--- src/hw/uisp_map.vh ---
// Register map, fields and timing counts of the USB event logic
// Summary of operation
// RQ1 - Port 1 pull-down bit: 0 open, 1 down
// RQ2 - VBUS pull-down stays on while cut bit 0
// RQ3 - Cut bit 1 removes VBUS pull-down
// RQ4 - Host role ignores VBUS sense input; host role gates only the VBUS event, level status still shown
// RQ5 - Request only when flag and enable set
// RQ6 - VBUS edges flag event, level status shown
// RQ7 - Peripheral suspended: J to K/SE0 resumes
// RQ8 - New SOF frame number flags event
// RQ9 - Peripheral state transitions flagged, 3-bit state
// RQ10 - Control stage transitions flagged, 3-bit stage
// RQ11 - Per-pipe buffer empty or oversize flagged
// RQ12 - Per-pipe NAK/STALL/three errors flag not-ready
// RQ13 - Per-pipe buffer ready flagged
// RQ14 - Host overcurrent pin edges flagged, monitor shown
// RQ15 - Line state change flagged, state shown
// RQ16 - Host detach flagged, port state shown
// RQ17 - Host attach after 2.5 us J/K
// RQ18 - Host EOF error flagged
// RQ19 - Host setup ACK flagged
// RQ20 - Host three setup failures flag error
// RQ21 - Host portable device detect flagged, status shown
// RQ22 - Main request all; resume request five
// RQ23 - Flags sticky until software clears them
`ifndef UISP_MAP_VH
`define UISP_MAP_VH

// ----------------------------------------------------------------
// Register byte offsets
// ----------------------------------------------------------------
`define UISP_OFF_CTRL 12'h000
`define UISP_OFF_STAT 12'h004
`define UISP_OFF_ENAB 12'h008
`define UISP_OFF_LEVEL 12'h00C
`define UISP_OFF_PEMP 12'h010
`define UISP_OFF_PNRD 12'h014
`define UISP_OFF_PRDY 12'h018
`define UISP_OFF_PENB 12'h01C

// ----------------------------------------------------------------
// Control register fields and reset value
// ----------------------------------------------------------------
`define UISP_CTRL_HOST 0
`define UISP_CTRL_PD1 1
`define UISP_CTRL_VBCUT 7
`define UISP_CTRL_RST 32'h0000_0000

// ----------------------------------------------------------------
// Event flag positions in status and enable registers
// ----------------------------------------------------------------
`define UISP_EV_VBUS 0
`define UISP_EV_RESUME_IRQ 1
`define UISP_EV_SOF 2
`define UISP_EV_DEV_STATE_IRQ 3
`define UISP_EV_CTRL_STAGE_IRQ 4
`define UISP_EV_BUFFER_EMPTY_IRQ 5
`define UISP_EV_BUFFER_NOT_READY_IRQ 6
`define UISP_EV_BUFFER_READY_IRQ 7
`define UISP_EV_OVRC 8
`define UISP_EV_BUS_CHANGE_IRQ 9
`define UISP_EV_DETACH_IRQ 10
`define UISP_EV_ATCH 11
`define UISP_EV_EOFE 12
`define UISP_EV_SETUP_ACK_IRQ 13
`define UISP_EV_SERR 14
`define UISP_EV_PDET 15
`define UISP_EV_NUM 16
`define UISP_RESUME_MASK 16'h8303

// ----------------------------------------------------------------
// Level register fields
// ----------------------------------------------------------------
`define UISP_LV_VBUS 0
`define UISP_LV_OVC_LO 1
`define UISP_LV_LINE_STATE_LO 3
`define UISP_LV_PORT_LO 5
`define UISP_LV_DVSQ_LO 7
`define UISP_LV_CTSQ_LO 10
`define UISP_LV_PDET 13

// ----------------------------------------------------------------
// Timing: attach debounce, 2.5 us at 200 MHz
// ----------------------------------------------------------------
`define UISP_ATTACH_NS 2500
`define UISP_CLK_NS 5
`define UISP_ATTACH_CYC ((`UISP_ATTACH_NS + `UISP_CLK_NS - 1) / `UISP_CLK_NS)
`define UISP_FAIL_LIMIT 2'h3

`endif

--- src/hw/uisp_core.v ---
// USB event flags, request merge, pull controls and APB slave
//
// The placing of the registers and the APB interface to the registers are this design's own decisions.
`timescale 1ns/1ps
`include "uisp_map.vh"

module uisp_core #(
  parameter PIPES = 10,
  parameter ATTACH_CYC = `UISP_ATTACH_CYC
) (
  input wire clk,
  input wire srst,
  // APB slave
  input wire psel,
  input wire penable,
  input wire pwrite,
  input wire [11:0] paddr,
  input wire [31:0] pwdata,
  output wire pready,
  output wire pslverr,
  output reg [31:0] prdata,
  // Pins from outside the clock domain
  input wire vbus_sense_pin,
  input wire overcurrent_in_port0,
  input wire overcurrent_in_port1,
  // Protocol engine status and event strobes (same clock)
  input wire suspended,
  input wire [1:0] line_state,
  input wire [1:0] port_speed_state,
  input wire sofNewFrame,
  input wire [2:0] device_state_field,
  input wire devStateEvent,
  input wire [2:0] control_stage_field,
  input wire ctrlStageEvent,
  input wire [PIPES-1:0] pipeEmptyEvent,
  input wire [PIPES-1:0] pipeStallEvent,
  input wire [PIPES-1:0] pipeRespFailEvent,
  input wire [PIPES-1:0] pipeNakEvent,
  input wire [PIPES-1:0] pipeReadyEvent,
  input wire detachEvent,
  input wire eofErrorEvent,
  input wire setupAckEvent,
  input wire setupFailEvent,
  input wire portableDetect,
  // Pad controls
  output wire port_line_pulldown_en,
  output wire vbusPulldownConnect,
  // Requests to the interrupt controller
  output wire usbMainReq,
  output wire usbResumeReq
);

  // ----------------------------------------------------------------
  // Registers
  // ----------------------------------------------------------------
  reg [31:0] usb_misc_control_ff; // Role, pull-down and VBUS cut bits
  reg [15:0] evFlag_ff; // Sticky event flags
  reg [15:0] evEnable_ff; // Event enables
  reg [PIPES-1:0] pipeEnable_ff; // Per-pipe enables
  reg [2:0] vbusSync_ff, ovc0Sync_ff, ovc1Sync_ff; // Two sync stages plus history
  reg [1:0] lineDly_ff; // Previous line state
  reg [1:0] lineSuspDly_ff; // Previous line state, used by the suspended resume check
  reg [15:0] attachCnt_ff; // Attach debounce counter
  reg attachDone_ff; // Attach already reported for this connection
  reg [1:0] failCnt_ff [0:PIPES-1]; // Consecutive response failures per pipe
  reg [1:0] setupFailCnt_ff; // Consecutive setup failures
  reg portableDly_ff; // Previous portable detect level
  reg [15:0] evSet; // Event pulses this cycle
  reg [PIPES-1:0] nrdySet; // Not-ready pulses per pipe

  wire hostRole = usb_misc_control_ff[`UISP_CTRL_HOST];
  wire vbusLvl = vbusSync_ff[1];
  wire ovc0Lvl = ovc0Sync_ff[1];
  wire ovc1Lvl = ovc1Sync_ff[1];
  wire wrEn = psel && penable && pwrite;
  wire [PIPES-1:0] emptyFlags, notReadyFlags, readyFlags;
  wire emptyAny, notReadyAny, readyAny;

  // ----------------------------------------------------------------
  // Pin synchronisers
  // ----------------------------------------------------------------
  // Stage 0 is only read by stage 1; stage 2 holds history for edges
  always @(posedge clk) begin
    if (srst) begin
      vbusSync_ff <= 3'h0;
      ovc0Sync_ff <= 3'h0;
      ovc1Sync_ff <= 3'h0;
    end else begin
      vbusSync_ff <= {vbusSync_ff[1:0], vbus_sense_pin};
      ovc0Sync_ff <= {ovc0Sync_ff[1:0], overcurrent_in_port0};
      ovc1Sync_ff <= {ovc1Sync_ff[1:0], overcurrent_in_port1};
    end
  end

  // ----------------------------------------------------------------
  // Pad controls
  // ----------------------------------------------------------------
  // RQ1 port line pull-down
  assign port_line_pulldown_en = usb_misc_control_ff[`UISP_CTRL_PD1];
  // RQ2 RQ3 VBUS pull-down kept unless cut bit is 1
  assign vbusPulldownConnect = ~usb_misc_control_ff[`UISP_CTRL_VBCUT];

  // ----------------------------------------------------------------
  // History registers for edge and sequence detection
  // ----------------------------------------------------------------
  always @(posedge clk) begin
    if (srst) begin
      lineDly_ff <= 2'h0;
      lineSuspDly_ff <= 2'h0;
      portableDly_ff <= 1'b0;
      setupFailCnt_ff <= 2'h0;
    end else begin
      lineDly_ff <= line_state;
      lineSuspDly_ff <= line_state;
      portableDly_ff <= portableDetect;
      // RQ20 consecutive setup failures, reset by ACK
      if (setupAckEvent || setupFailCnt_ff == `UISP_FAIL_LIMIT) begin
        setupFailCnt_ff <= 2'h0;
      end else if (setupFailEvent) begin
        setupFailCnt_ff <= setupFailCnt_ff + 2'h1;
      end
    end
  end

  // ----------------------------------------------------------------
  // Attach debounce: J (01) or K (10) held for the attach time
  // ----------------------------------------------------------------
  wire jkState = (line_state == 2'h1) || (line_state == 2'h2);
  wire jkStable = jkState && (line_state == lineDly_ff);
  always @(posedge clk) begin
    if (srst) begin
      attachCnt_ff <= 16'h0000;
      attachDone_ff <= 1'b0;
    end else if (!hostRole || !jkStable) begin
      // Any change restarts the measurement
      attachCnt_ff <= 16'h0000;
      attachDone_ff <= 1'b0;
    end else if (!attachDone_ff) begin
      if (attachCnt_ff == ATTACH_CYC[15:0] - 16'h0001) begin
        attachDone_ff <= 1'b1;
      end
      attachCnt_ff <= attachCnt_ff + 16'h0001;
    end
  end

  // ----------------------------------------------------------------
  // Per-pipe response failure counters
  // ----------------------------------------------------------------
  genvar gp;
  generate
    for (gp = 0; gp < PIPES; gp = gp + 1) begin : gFail
      // RQ12 three consecutive failures in host role
      always @(posedge clk) begin
        if (srst) begin
          failCnt_ff[gp] <= 2'h0;
        end else if (pipeStallEvent[gp] || failCnt_ff[gp] == `UISP_FAIL_LIMIT) begin
          failCnt_ff[gp] <= 2'h0;
        end else if (pipeRespFailEvent[gp] && hostRole) begin
          failCnt_ff[gp] <= failCnt_ff[gp] + 2'h1;
        end
      end
    end
  endgenerate

  // ----------------------------------------------------------------
  // Event condition decode
  // ----------------------------------------------------------------
  integer i;
  always @* begin
    evSet = 16'h0000;
    for (i = 0; i < PIPES; i = i + 1) begin
      // RQ12 STALL or third failure in host, NAK in peripheral
      nrdySet[i] = hostRole ? (pipeStallEvent[i] || failCnt_ff[i] == `UISP_FAIL_LIMIT)
                            : pipeNakEvent[i];
    end
    // RQ4 RQ6 VBUS edge flagged in peripheral role only; the level register shows the pin in both roles
    evSet[`UISP_EV_VBUS] = !hostRole && (vbusSync_ff[2] != vbusLvl);
    // RQ7 J to K or J to SE0 while suspended, peripheral only
    evSet[`UISP_EV_RESUME_IRQ] = !hostRole && suspended && lineSuspDly_ff == 2'h1 &&
                           (line_state == 2'h2 || line_state == 2'h0);
    // RQ8 new frame number sent or received
    evSet[`UISP_EV_SOF] = sofNewFrame;
    // RQ9 device state transition
    evSet[`UISP_EV_DEV_STATE_IRQ] = !hostRole && devStateEvent;
    // RQ10 control stage transition
    evSet[`UISP_EV_CTRL_STAGE_IRQ] = !hostRole && ctrlStageEvent;
    // RQ14 overcurrent edges on either port, host only
    evSet[`UISP_EV_OVRC] = hostRole && ((ovc0Sync_ff[2] != ovc0Lvl) ||
                                        (ovc1Sync_ff[2] != ovc1Lvl));
    // RQ15 line state change
    evSet[`UISP_EV_BUS_CHANGE_IRQ] = line_state != lineDly_ff;
    // RQ16 detach
    evSet[`UISP_EV_DETACH_IRQ] = hostRole && detachEvent;
    // RQ17 attach once per stable period
    evSet[`UISP_EV_ATCH] = hostRole && jkStable && !attachDone_ff &&
                           attachCnt_ff == ATTACH_CYC[15:0] - 16'h0001;
    // RQ18 EOF error
    evSet[`UISP_EV_EOFE] = hostRole && eofErrorEvent;
    // RQ19 setup ACK
    evSet[`UISP_EV_SETUP_ACK_IRQ] = hostRole && setupAckEvent;
    // RQ20 third setup failure
    evSet[`UISP_EV_SERR] = hostRole && setupFailCnt_ff == `UISP_FAIL_LIMIT;
    // RQ21 portable device connected
    evSet[`UISP_EV_PDET] = hostRole && portableDetect && !portableDly_ff;
  end

  // ----------------------------------------------------------------
  // Per-pipe flag banks
  // ----------------------------------------------------------------
  // RQ11 buffer empty
  uisp_pipe_flags #(.PIPES(PIPES)) uEmpty (
    .clk(clk),
    .srst(srst),
    .setPulse(pipeEmptyEvent),
    .clrWrite(wrEn && paddr == `UISP_OFF_PEMP),
    .clrData(pwdata[PIPES-1:0]),
    .enable(pipeEnable_ff),
    .flags(emptyFlags),
    .anyActive(emptyAny)
  );

  // RQ12 not ready
  uisp_pipe_flags #(.PIPES(PIPES)) uNotReady (
    .clk(clk),
    .srst(srst),
    .setPulse(nrdySet),
    .clrWrite(wrEn && paddr == `UISP_OFF_PNRD),
    .clrData(pwdata[PIPES-1:0]),
    .enable(pipeEnable_ff),
    .flags(notReadyFlags),
    .anyActive(notReadyAny)
  );

  // RQ13 buffer ready
  uisp_pipe_flags #(.PIPES(PIPES)) uReady (
    .clk(clk),
    .srst(srst),
    .setPulse(pipeReadyEvent),
    .clrWrite(wrEn && paddr == `UISP_OFF_PRDY),
    .clrData(pwdata[PIPES-1:0]),
    .enable(pipeEnable_ff),
    .flags(readyFlags),
    .anyActive(readyAny)
  );

  // Pipe summaries are live; they drop once software clears pipe bits
  wire [15:0] evLive = {8'h00, readyAny, notReadyAny, emptyAny, 5'h00};

  // ----------------------------------------------------------------
  // Sticky flags and writable registers
  // ----------------------------------------------------------------
  always @(posedge clk) begin
    if (srst) begin
      usb_misc_control_ff <= `UISP_CTRL_RST;
      evEnable_ff <= 16'h0000;
      pipeEnable_ff <= {PIPES{1'b0}};
      evFlag_ff <= 16'h0000;
    end else begin
      if (wrEn && paddr == `UISP_OFF_CTRL) begin
        usb_misc_control_ff <= pwdata & 32'h0000_0083;
      end
      if (wrEn && paddr == `UISP_OFF_ENAB) begin
        evEnable_ff <= pwdata[15:0];
      end
      if (wrEn && paddr == `UISP_OFF_PENB) begin
        pipeEnable_ff <= pwdata[PIPES-1:0];
      end
      // RQ23 write 0 clears, new events win over the clear
      if (wrEn && paddr == `UISP_OFF_STAT) begin
        evFlag_ff <= (evFlag_ff & pwdata[15:0]) | evSet;
      end else begin
        evFlag_ff <= evFlag_ff | evSet;
      end
    end
  end

  // ----------------------------------------------------------------
  // Request outputs
  // ----------------------------------------------------------------
  wire [15:0] evStatus = evFlag_ff | evLive;
  // RQ5 gated by enable
  wire [15:0] evActive = evStatus & evEnable_ff;
  // RQ22 main request covers all, resume only five sources
  assign usbMainReq = |evActive;
  assign usbResumeReq = |(evActive & `UISP_RESUME_MASK);

  // ----------------------------------------------------------------
  // APB read path; zero wait states, no error response
  // ----------------------------------------------------------------
  assign pready = 1'b1;
  assign pslverr = 1'b0;

  // Live levels: VBUS, overcurrent, line, port, device and control fields
  wire [31:0] levelWord = {18'h00000, portableDetect, control_stage_field,
                           device_state_field, port_speed_state, line_state,
                           ovc1Lvl, ovc0Lvl, vbusLvl};

  // Read data registered in the setup cycle so it is valid in access
  always @(posedge clk) begin
    if (srst) begin
      prdata <= 32'h0000_0000;
    end else if (psel && !penable && !pwrite) begin
      case (paddr)
        `UISP_OFF_CTRL: prdata <= usb_misc_control_ff;
        `UISP_OFF_STAT: prdata <= {16'h0000, evStatus};
        `UISP_OFF_ENAB: prdata <= {16'h0000, evEnable_ff};
        // RQ6 RQ14 RQ15 RQ16 RQ21 level status
        `UISP_OFF_LEVEL: prdata <= levelWord;
        `UISP_OFF_PEMP: prdata <= {{(32-PIPES){1'b0}}, emptyFlags};
        `UISP_OFF_PNRD: prdata <= {{(32-PIPES){1'b0}}, notReadyFlags};
        `UISP_OFF_PRDY: prdata <= {{(32-PIPES){1'b0}}, readyFlags};
        `UISP_OFF_PENB: prdata <= {{(32-PIPES){1'b0}}, pipeEnable_ff};
        // Unmapped reads return zero
        default: prdata <= 32'h0000_0000;
      endcase
    end
  end

endmodule // uisp_core

--- src/hw/uisp_pipe_flags.v ---
// Sticky per-pipe event flags with write-zero-to-clear
`timescale 1ns/1ps

module uisp_pipe_flags #(
  parameter PIPES = 10
) (
  input wire clk,
  input wire srst,
  input wire [PIPES-1:0] setPulse,
  input wire clrWrite,
  input wire [PIPES-1:0] clrData,
  input wire [PIPES-1:0] enable,
  output wire [PIPES-1:0] flags,
  output wire anyActive
);

  // Flag storage
  reg [PIPES-1:0] flag_ff;

  // ----------------------------------------------------------------
  // One flag per pipe
  // ----------------------------------------------------------------
  genvar gi;
  generate
    for (gi = 0; gi < PIPES; gi = gi + 1) begin : gPipe
      // RQ23 sticky pipe flag: set wins over a concurrent clear
      always @(posedge clk) begin
        if (srst) begin
          flag_ff[gi] <= 1'b0;
        end else if (setPulse[gi]) begin
          flag_ff[gi] <= 1'b1;
        end else if (clrWrite && !clrData[gi]) begin
          // Writing 0 clears, writing 1 leaves others untouched
          flag_ff[gi] <= 1'b0;
        end
      end
    end
  endgenerate

  assign flags = flag_ff;
  // Summary feeds one event bit; per-pipe enables gate it
  assign anyActive = |(flag_ff & enable);

endmodule // uisp_pipe_flags

--- config.mk ---
export PLATFORM = sky130hd
export DESIGN_NAME = uisp_core
export DESIGN_NICKNAME = d
export VERILOG_FILES = /design/src/hw/uisp_core.v /design/src/hw/uisp_pipe_flags.v
export VERILOG_INCLUDE_DIRS = /design/src /design/src/hw
export SDC_FILE = /design/constraint.sdc
export NUM_CORES = 1
export LEC_CHECK = 0
export ABC_CLOCK_PERIOD_IN_PS = 3500
export BUFFER_PORTS_ARGS = -buffer_cell sky130_fd_sc_hd__buf_4
export CORE_MARGIN = 1
export CORE_UTILIZATION = 52
export DETAILED_ROUTE_END_ITERATION = 12
export HOLD_SLACK_MARGIN = 0.03
export PLACE_DENSITY = 0.77
export SLEW_MARGIN = 20
export SYNTH_ARGS = -nofsm -noshare
export SYNTH_HDL_FRONTEND = slang
export SYNTH_HIERARCHICAL = 1
export SYNTH_SLANG_ARGS = --single-unit
export TNS_END_PERCENT = 5
--- constraint.sdc ---
create_clock -name clk -period 3.5 [get_ports clk]
set_clock_uncertainty 0.1 [all_clocks]
set_input_delay 0.7 -clock clk [delete_from_list [all_inputs] [get_ports clk]]
set_output_delay 0.7 -clock clk [all_outputs]
set_load 0.01 [all_outputs]
## Word-level counts from Yosys, hierarchy flattened

Memory sizes are Yosys's and may differ from the RTL's.
Index checks and enable logic that the tools add are counted.

| cells by class | value |
|---|---|
| equal/unequal tests | 27 |
| multiplexer cells | 166 |
| bitwise operators | 29 |
| reductions and logical operators | 138 |
| add/subtract/negate cells | 12 |

Operator list:

| operator | number |
|---|---|
| $mux W1 | 144 |
| $pmux W16 S8 | 1 |
| $logic_and A1 B1 Y1 | 68 |
| $reduce_bool A2 Y1 | 30 |
| $eq A12 B5 Y1 const B | 4 |
| $mux W2 | 20 |
| $and A16 B16 Y16 | 2 |
| $or A16 B16 Y16 | 2 |
| $and A10 B10 Y10 | 3 |
| $reduce_or A10 Y1 | 3 |
| $eq A12 B4 Y1 const B | 2 |
| $eq A2 B2 Y1 const B | 12 |
| $add A2 B1 Y2 const B | 11 |
| $or A1 B1 Y1 | 20 |
| $add A16 B1 Y16 const B | 1 |
| $eq A16 B9 Y1 const B | 1 |
| $logic_not A1 Y1 | 16 |
| $mux W16 | 1 |
| $or A16 B8 Y16 | 1 |
| $reduce_or A16 Y1 | 1 |
| $logic_or A1 B1 Y1 | 15 |
| $eq A12 B3 Y1 const B | 1 |
| $logic_not A12 Y1 | 1 |
| $reduce_or A5 Y1 | 1 |
| other kinds (7) | 11 |

| storage, ports and cells | value |
|---|---|
| input port bits | 121 |
| output and inout bits | 38 |
| flip-flop bits (word level) | 138 |
| memories kept | 1 |
| bits in writable memories | 20 |

Memories:

| memory | words | bits a word | rd ports | clocked after Yosys merged registers in | write ports | line | RTL |
|---|---|---|---|---|---|---|---|
| failCnt_ff | 10 | 2 | 10 | 0 | 10 | uisp_core.v:65 | `reg [1:0] failCnt_ff [0:PIPES-1];` |

## Longest topological paths before layout

| depth | value |
|---|---|
| word-level depth | 8 |
| gate-level depth with buffers | 9 |

## Cells and area by module

The synthesis kept the hierarchy.

By module, submodules not included:

| module | instances | seq. area each (um^2) | area an instance (um^2) | cells each |
|---|---|---|---|---|
| uisp_core | 1 | 2,442.3 | 5,795.6 | 677 |
| uisp_pipe_flags | 3 | 200.2 | 406.6 | 47 |

## Least setup slack after synthesis

No wires, ideal clock.

| timing path | value |
|---|---|
| path kind | input-to-reg |
| from | in paddr[5] |
| to | reg uNotReady.flag_ff[0], in the netlist uNotReady/flags[0] |
| arrival | 2.824 ns |
| path buffers | 1 |
| required time | 3.272 ns |
| cell stages on the path | 7 |
| path slack | 0.448 ns |
| path through | or3_1 -> clkbuf_1 -> or4_1 -> nor3_1 -> nand2b_1 -> a21oi_1 -> nor2_1 |

| on the way | value |
|---|---|
| word-level cells in the longest chain between the ends | 4 |

RTL lines:

| item | line | RTL |
|---|---|---|
| start, declared | uisp_core.v:17 | `input wire [11:0] paddr,` |
| $eq A12 B5 Y1 | n/a |  |
| $logic_and A1 B1 Y1 (no line) | n/a |  |
| $logic_and A1 B1 Y1 | uisp_pipe_flags.v:32 | `end else if (clrWrite && !clrData[gi]) begin` |
| $reduce_bool A2 Y1 (no line) | n/a |  |
| end signal, assigned by index | uisp_pipe_flags.v:29 | `flag_ff[gi] <= 1'b0;` |
| end signal, assigned by index | uisp_pipe_flags.v:31 | `flag_ff[gi] <= 1'b1;` |
| end signal, assigned by index | uisp_pipe_flags.v:34 | `flag_ff[gi] <= 1'b0;` |
| end, declared | uisp_pipe_flags.v:18 | `reg [PIPES-1:0] flag_ff;` |

No other way between the ends.
A chain may end at the register's enable or synchronous reset.

## Worst setup path after layout

| timing path | value |
|---|---|
| from | reg pipeEnable_ff[4] |
| to | out usbMainReq |

| on the way | value |
|---|---|
| word-level cells in the longest chain between the ends | 5 |
| elaborated cells between the ends (all ways) | 9 |
| those cells by class | bitwise (5); reduce/logical (4) |

RTL lines:

| item | line | RTL |
|---|---|---|
| start, declared | uisp_core.v:59 | `reg [PIPES-1:0] pipeEnable_ff;` |
| start signal, assigned | uisp_core.v:256 | `pipeEnable_ff <= {PIPES{1'b0}};` |
| start signal, assigned | uisp_core.v:266 | `pipeEnable_ff <= pwdata[PIPES-1:0];` |
| $and A10 B10 Y10 | uisp_pipe_flags.v:42 | `assign anyActive = \|(flag_ff & enable);` |
| $reduce_or A10 Y1 | uisp_pipe_flags.v:42 |  |
| via notReadyAny | uisp_core.v:77 | `wire emptyAny, notReadyAny, readyAny;` |
| $or A16 B8 Y16 | uisp_core.v:280 | `wire [15:0] evStatus = evFlag_ff \| evLive;` |
| $and A16 B16 Y16 | uisp_core.v:282 | `wire [15:0] evActive = evStatus & evEnable_ff;` |
| $reduce_or A16 Y1 | uisp_core.v:284 | `assign usbMainReq = \|evActive;` |
| end, declared | uisp_core.v:49 | `output wire usbMainReq,` |

The timed path passes the listed nets, and every way through them passes these cells.

==> impl_metrics.py <==
metrics = {
    "detailed_routing": {
        "routed_wl_um": 20400,
        "drtAntennaViolNets": 0,
        "wire_per_inst_um": 18.2,
        "firstDrtPassIters": 6,
        "drt_iter0_drc": 634,
        "vias": 6645,
        "drc": 0,
        "vias_per_cell": 5.93,
    },
    "clock_tree": {
        "htree_levels": 4,
        "cts_resized": 0,
        "cts_setup_buffers": 0,
        "clockBufferDepth": 2,
        "cts_sinks": 142,
        "insertion_delay_ns": 0.43,
        "cts-hold-fix-buffers": 0,
        "path_clk_slew_ns": 0.06,
        "numCtsBuffers": 17,
        "clock-root-buffer": "clkbuf_16",
        "cts_tree": "built",
    },
    "worst_setup_path": {
        "cp-end-kind": "primary output",
        "crit_required_ns": 2.70,
        "critPathBufInv": 1,
        "start_kind": "register",
        "crit_family": "compound AO/OA/AOI/OAI gates",
        "crit_fanout": 5,
        "critPathSlowestCell": "dfxtp_1",
        "critPathKind": "register to primary output",
        "arrival_ns": 2.16,
        "cpPeakStageDelay_ns": 0.38,
        "crit_chain": "a22o_1, a221oi_2, nand4_1, o21ai_0, nand3_1, nor2_1, nand3_1, buf_4",
        "path_common_cell": "nand3_1",
    },
    "yosys": {
        "synth_most_common_cell": "dfxtp_1",
        "synth_top_cell_by_area": "dfxtp_1",
        "seq_area_frac_synth_pct": 43.4,
        "synth-seq-cells": 142,
        "yosys-top-cells-count": "dfxtp_1 (122), nor2_1 (109), a21oi_1 (86)",
        "synth_edf_count": 20,
        "synthTopCellsByArea": "dfxtp_1 (35%), edfxtp_1 (8.6%), a21oi_1 (6.1%)",
        "netlist_instances": 818,
        "synth_ff_type": "dfxtp_1",
        "avgSynthCellArea_um2": 8.58,
        "yosysUniqueCellTypes": 53,
        "synth_async_sr_flop_share_pct": 0,
        "yosys.area.top_type_share_pct": 34.8,
        "ys_warn_count": 6,
        "synthesis.area_mm2": 0.00702,
    },
    "floorplan": {
        "num_io_pins": 159,
        "die_area_mm2": 0.0140,
        "fp.dieH_um": 118,
        "initial_core_util_pct": 53.2,
        "chipWidth_um": 118,
        "num_rows": 42,
        "core_area_mm2": 0.0132,
    },
    "place": {
        "port-buffer-count": 124,
        "dp_hpwl_um": 14300,
        "gp_congestion": 0.969,
    },
    "timing": {
        "period_needed_ns": 2.96,
        "maxSlewHeadroom_pct": 51.4,
        "drv_slew": 0,
        "fmaxAchievable_mhz": 338,
        "hold_slack_ns": 0.332,
        "setup_tns_ns": 0,
        "fin_crit_sh_pct": 84.5,
        "rsz0062_at_grt": "false",
        "setup_viol": 0,
        "worst_slew_pin_slew_ns": 0.726,
        "hold_violations": 0,
    },
    "cells_and_area": {
        "multiInputGateArea_mm2": 0.00357,
        "fillCellCount": 1148,
        "num-nets-final": 1066,
        "ff_latch_area_mm2": 0.00304,
        "diodes": 0,
        "area_growth_pct": 23.3,
        "drive_gt1_share_pct": 19.3,
    },
    "power": {
        "power_mw": 3.90,
        "ir_drop_v": 0.000345,
        "p_leak_nw": 3.41,
        "p_per_area_mw_per_mm2": 450,
    },
    "global_route": {
        "grt_overflow": 0,
        "antenna_found_initial": 0,
        "grt_usage_pct": 29.3,
        "grt_pass1_vias": 6147,
        "grt_first_pass_wirelength_um": 31500,
        "grt_max_degree": 51,
    },
    "run_status": {
        "status": "completed",
    },
    "job": {
        "cap_violations": 0,
    },
    "worst_hold_path": {
        "min_path_type": "register to register",
    },
}
-- registers in the layout, indices dropped and copies added (netlist names) --
signal and flops:
usb_misc_control_ff 3, lineSuspDly_ff 2, failCnt_ff 20, evEnable_ff 16
pipeEnable_ff 10, evFlag_ff 16, uNotReady/flags 10, ovc0Sync_ff 3
ovc1Sync_ff 3, prdata 16, setupFailCnt_ff 2, uEmpty/flags 10
uReady/flags 10, portableDly_ff 1, attachCnt_ff 16, vbusSync_ff 3
attachDone_ff 1
-- stage by stage --
step	setup WS (ns)	cells	util, %	instance area (um^2)
2_1_floorplan	0.448	834	-	7080
3_3_place_gp	0.551	1088	60.9	8040
6_report	0.543	1120	65.6	8650
3_5_place_dp	0.517	1088	60.9	8040
4_1_cts	0.586	1120	65.6	8650
5_1_grt	0.491	1120	65.6	8650
-- worst reg2reg max path: stages, from the launching register on --
cell and delay (ns):
dfxtp_1 0.38, a22o_1 0.28, a221oi_2 0.17, nand4_1 0.20
nor2_1 0.13, o21ai_0 0.16, a32oi_1 0.27, a211oi_1 0.10
-- worst paths after layout --
path,from,endpoint,slack (ns),depth (start not counted)
worst max-delay path,pipeEnable_ff[4]$_SDFFE_PP0P_,usbMainReq,0.54,8
worst min-delay path,vbusSync_ff[0]$_SDFF_PP0_,vbusSync_ff[1]$_SDFF_PP0_,0.33,1
worst max register to register,pipeEnable_ff[4]$_SDFFE_PP0P_,prdata[5]$_SDFFE_PP0P_,1.57,7
worst min register to register,vbusSync_ff[0]$_SDFF_PP0_,vbusSync_ff[1]$_SDFF_PP0_,0.33,1
-- placed cells by master (no fill, tap or decap), types with 9 or more instances in the layout --
cell type	Yosys	routed
o21ai_0	29	29
nand2_1	56	56
conb_1	2	18
nor2_1	109	109
edfxtp_1	20	20
a22oi_1	13	13
nor2b_1	13	13
nor3_1	16	16
a21oi_1	86	86
buf_4	19	144
ha_1	14	14
nand2b_1	36	36
clkbuf_16	0	20
inv_1	33	33
nand3_1	26	26
xor2_1	14	14
dfxtp_1	122	122
o31ai_1	12	12
mux2i_1	40	40
nor4_1	14	14
a32oi_1	9	9
o22ai_1	9	9
-- per-layer routing --
layer | share of wire (%) | global-route usage (%) | up-vias
met4 | 3.7 | 12.7 | 0
met2 | 44 | 45.1 | 374
li1 | - | - | 3117
met1 | 42 | 38.3 | 3078
met5 | 0 | 0 | -
met3 | 10 | 8.30 | 76
-- layout make-up --
class,instances,area share [%]
Multi-Input combinational cell,593,41.3
Sequential cell,142,35.2
Timing Repair Buffer,144,12.5
Clock buffer,23,5.91
Tap cell,176,2.55
Inverter,33,1.43
Clock inverter,9,1.17
-- cells by family (layout without fill, tap and decap cells) --
logic type	Yosys count	count (layout)	share of synthesized area [%]
compound gates	193	193	17.4
xor+xnor	17	17	2.12
fa+ha+maj	14	14	2.50
buf+inv	99	209	6.58
flops	142	142	43.4
mux	40	40	5.71
other cells	2	18	0.107
simple gates	311	311	22.2
-- power breakdown --
part | total [mW] | internal, mW | switching (mW)
sequential | 1.74 | 1.70 | 0.0421
combinational | 0.299 | 0.137 | 0.162
clock | 1.86 | 1.17 | 0.685
Power figures use the tool's default switching activity.
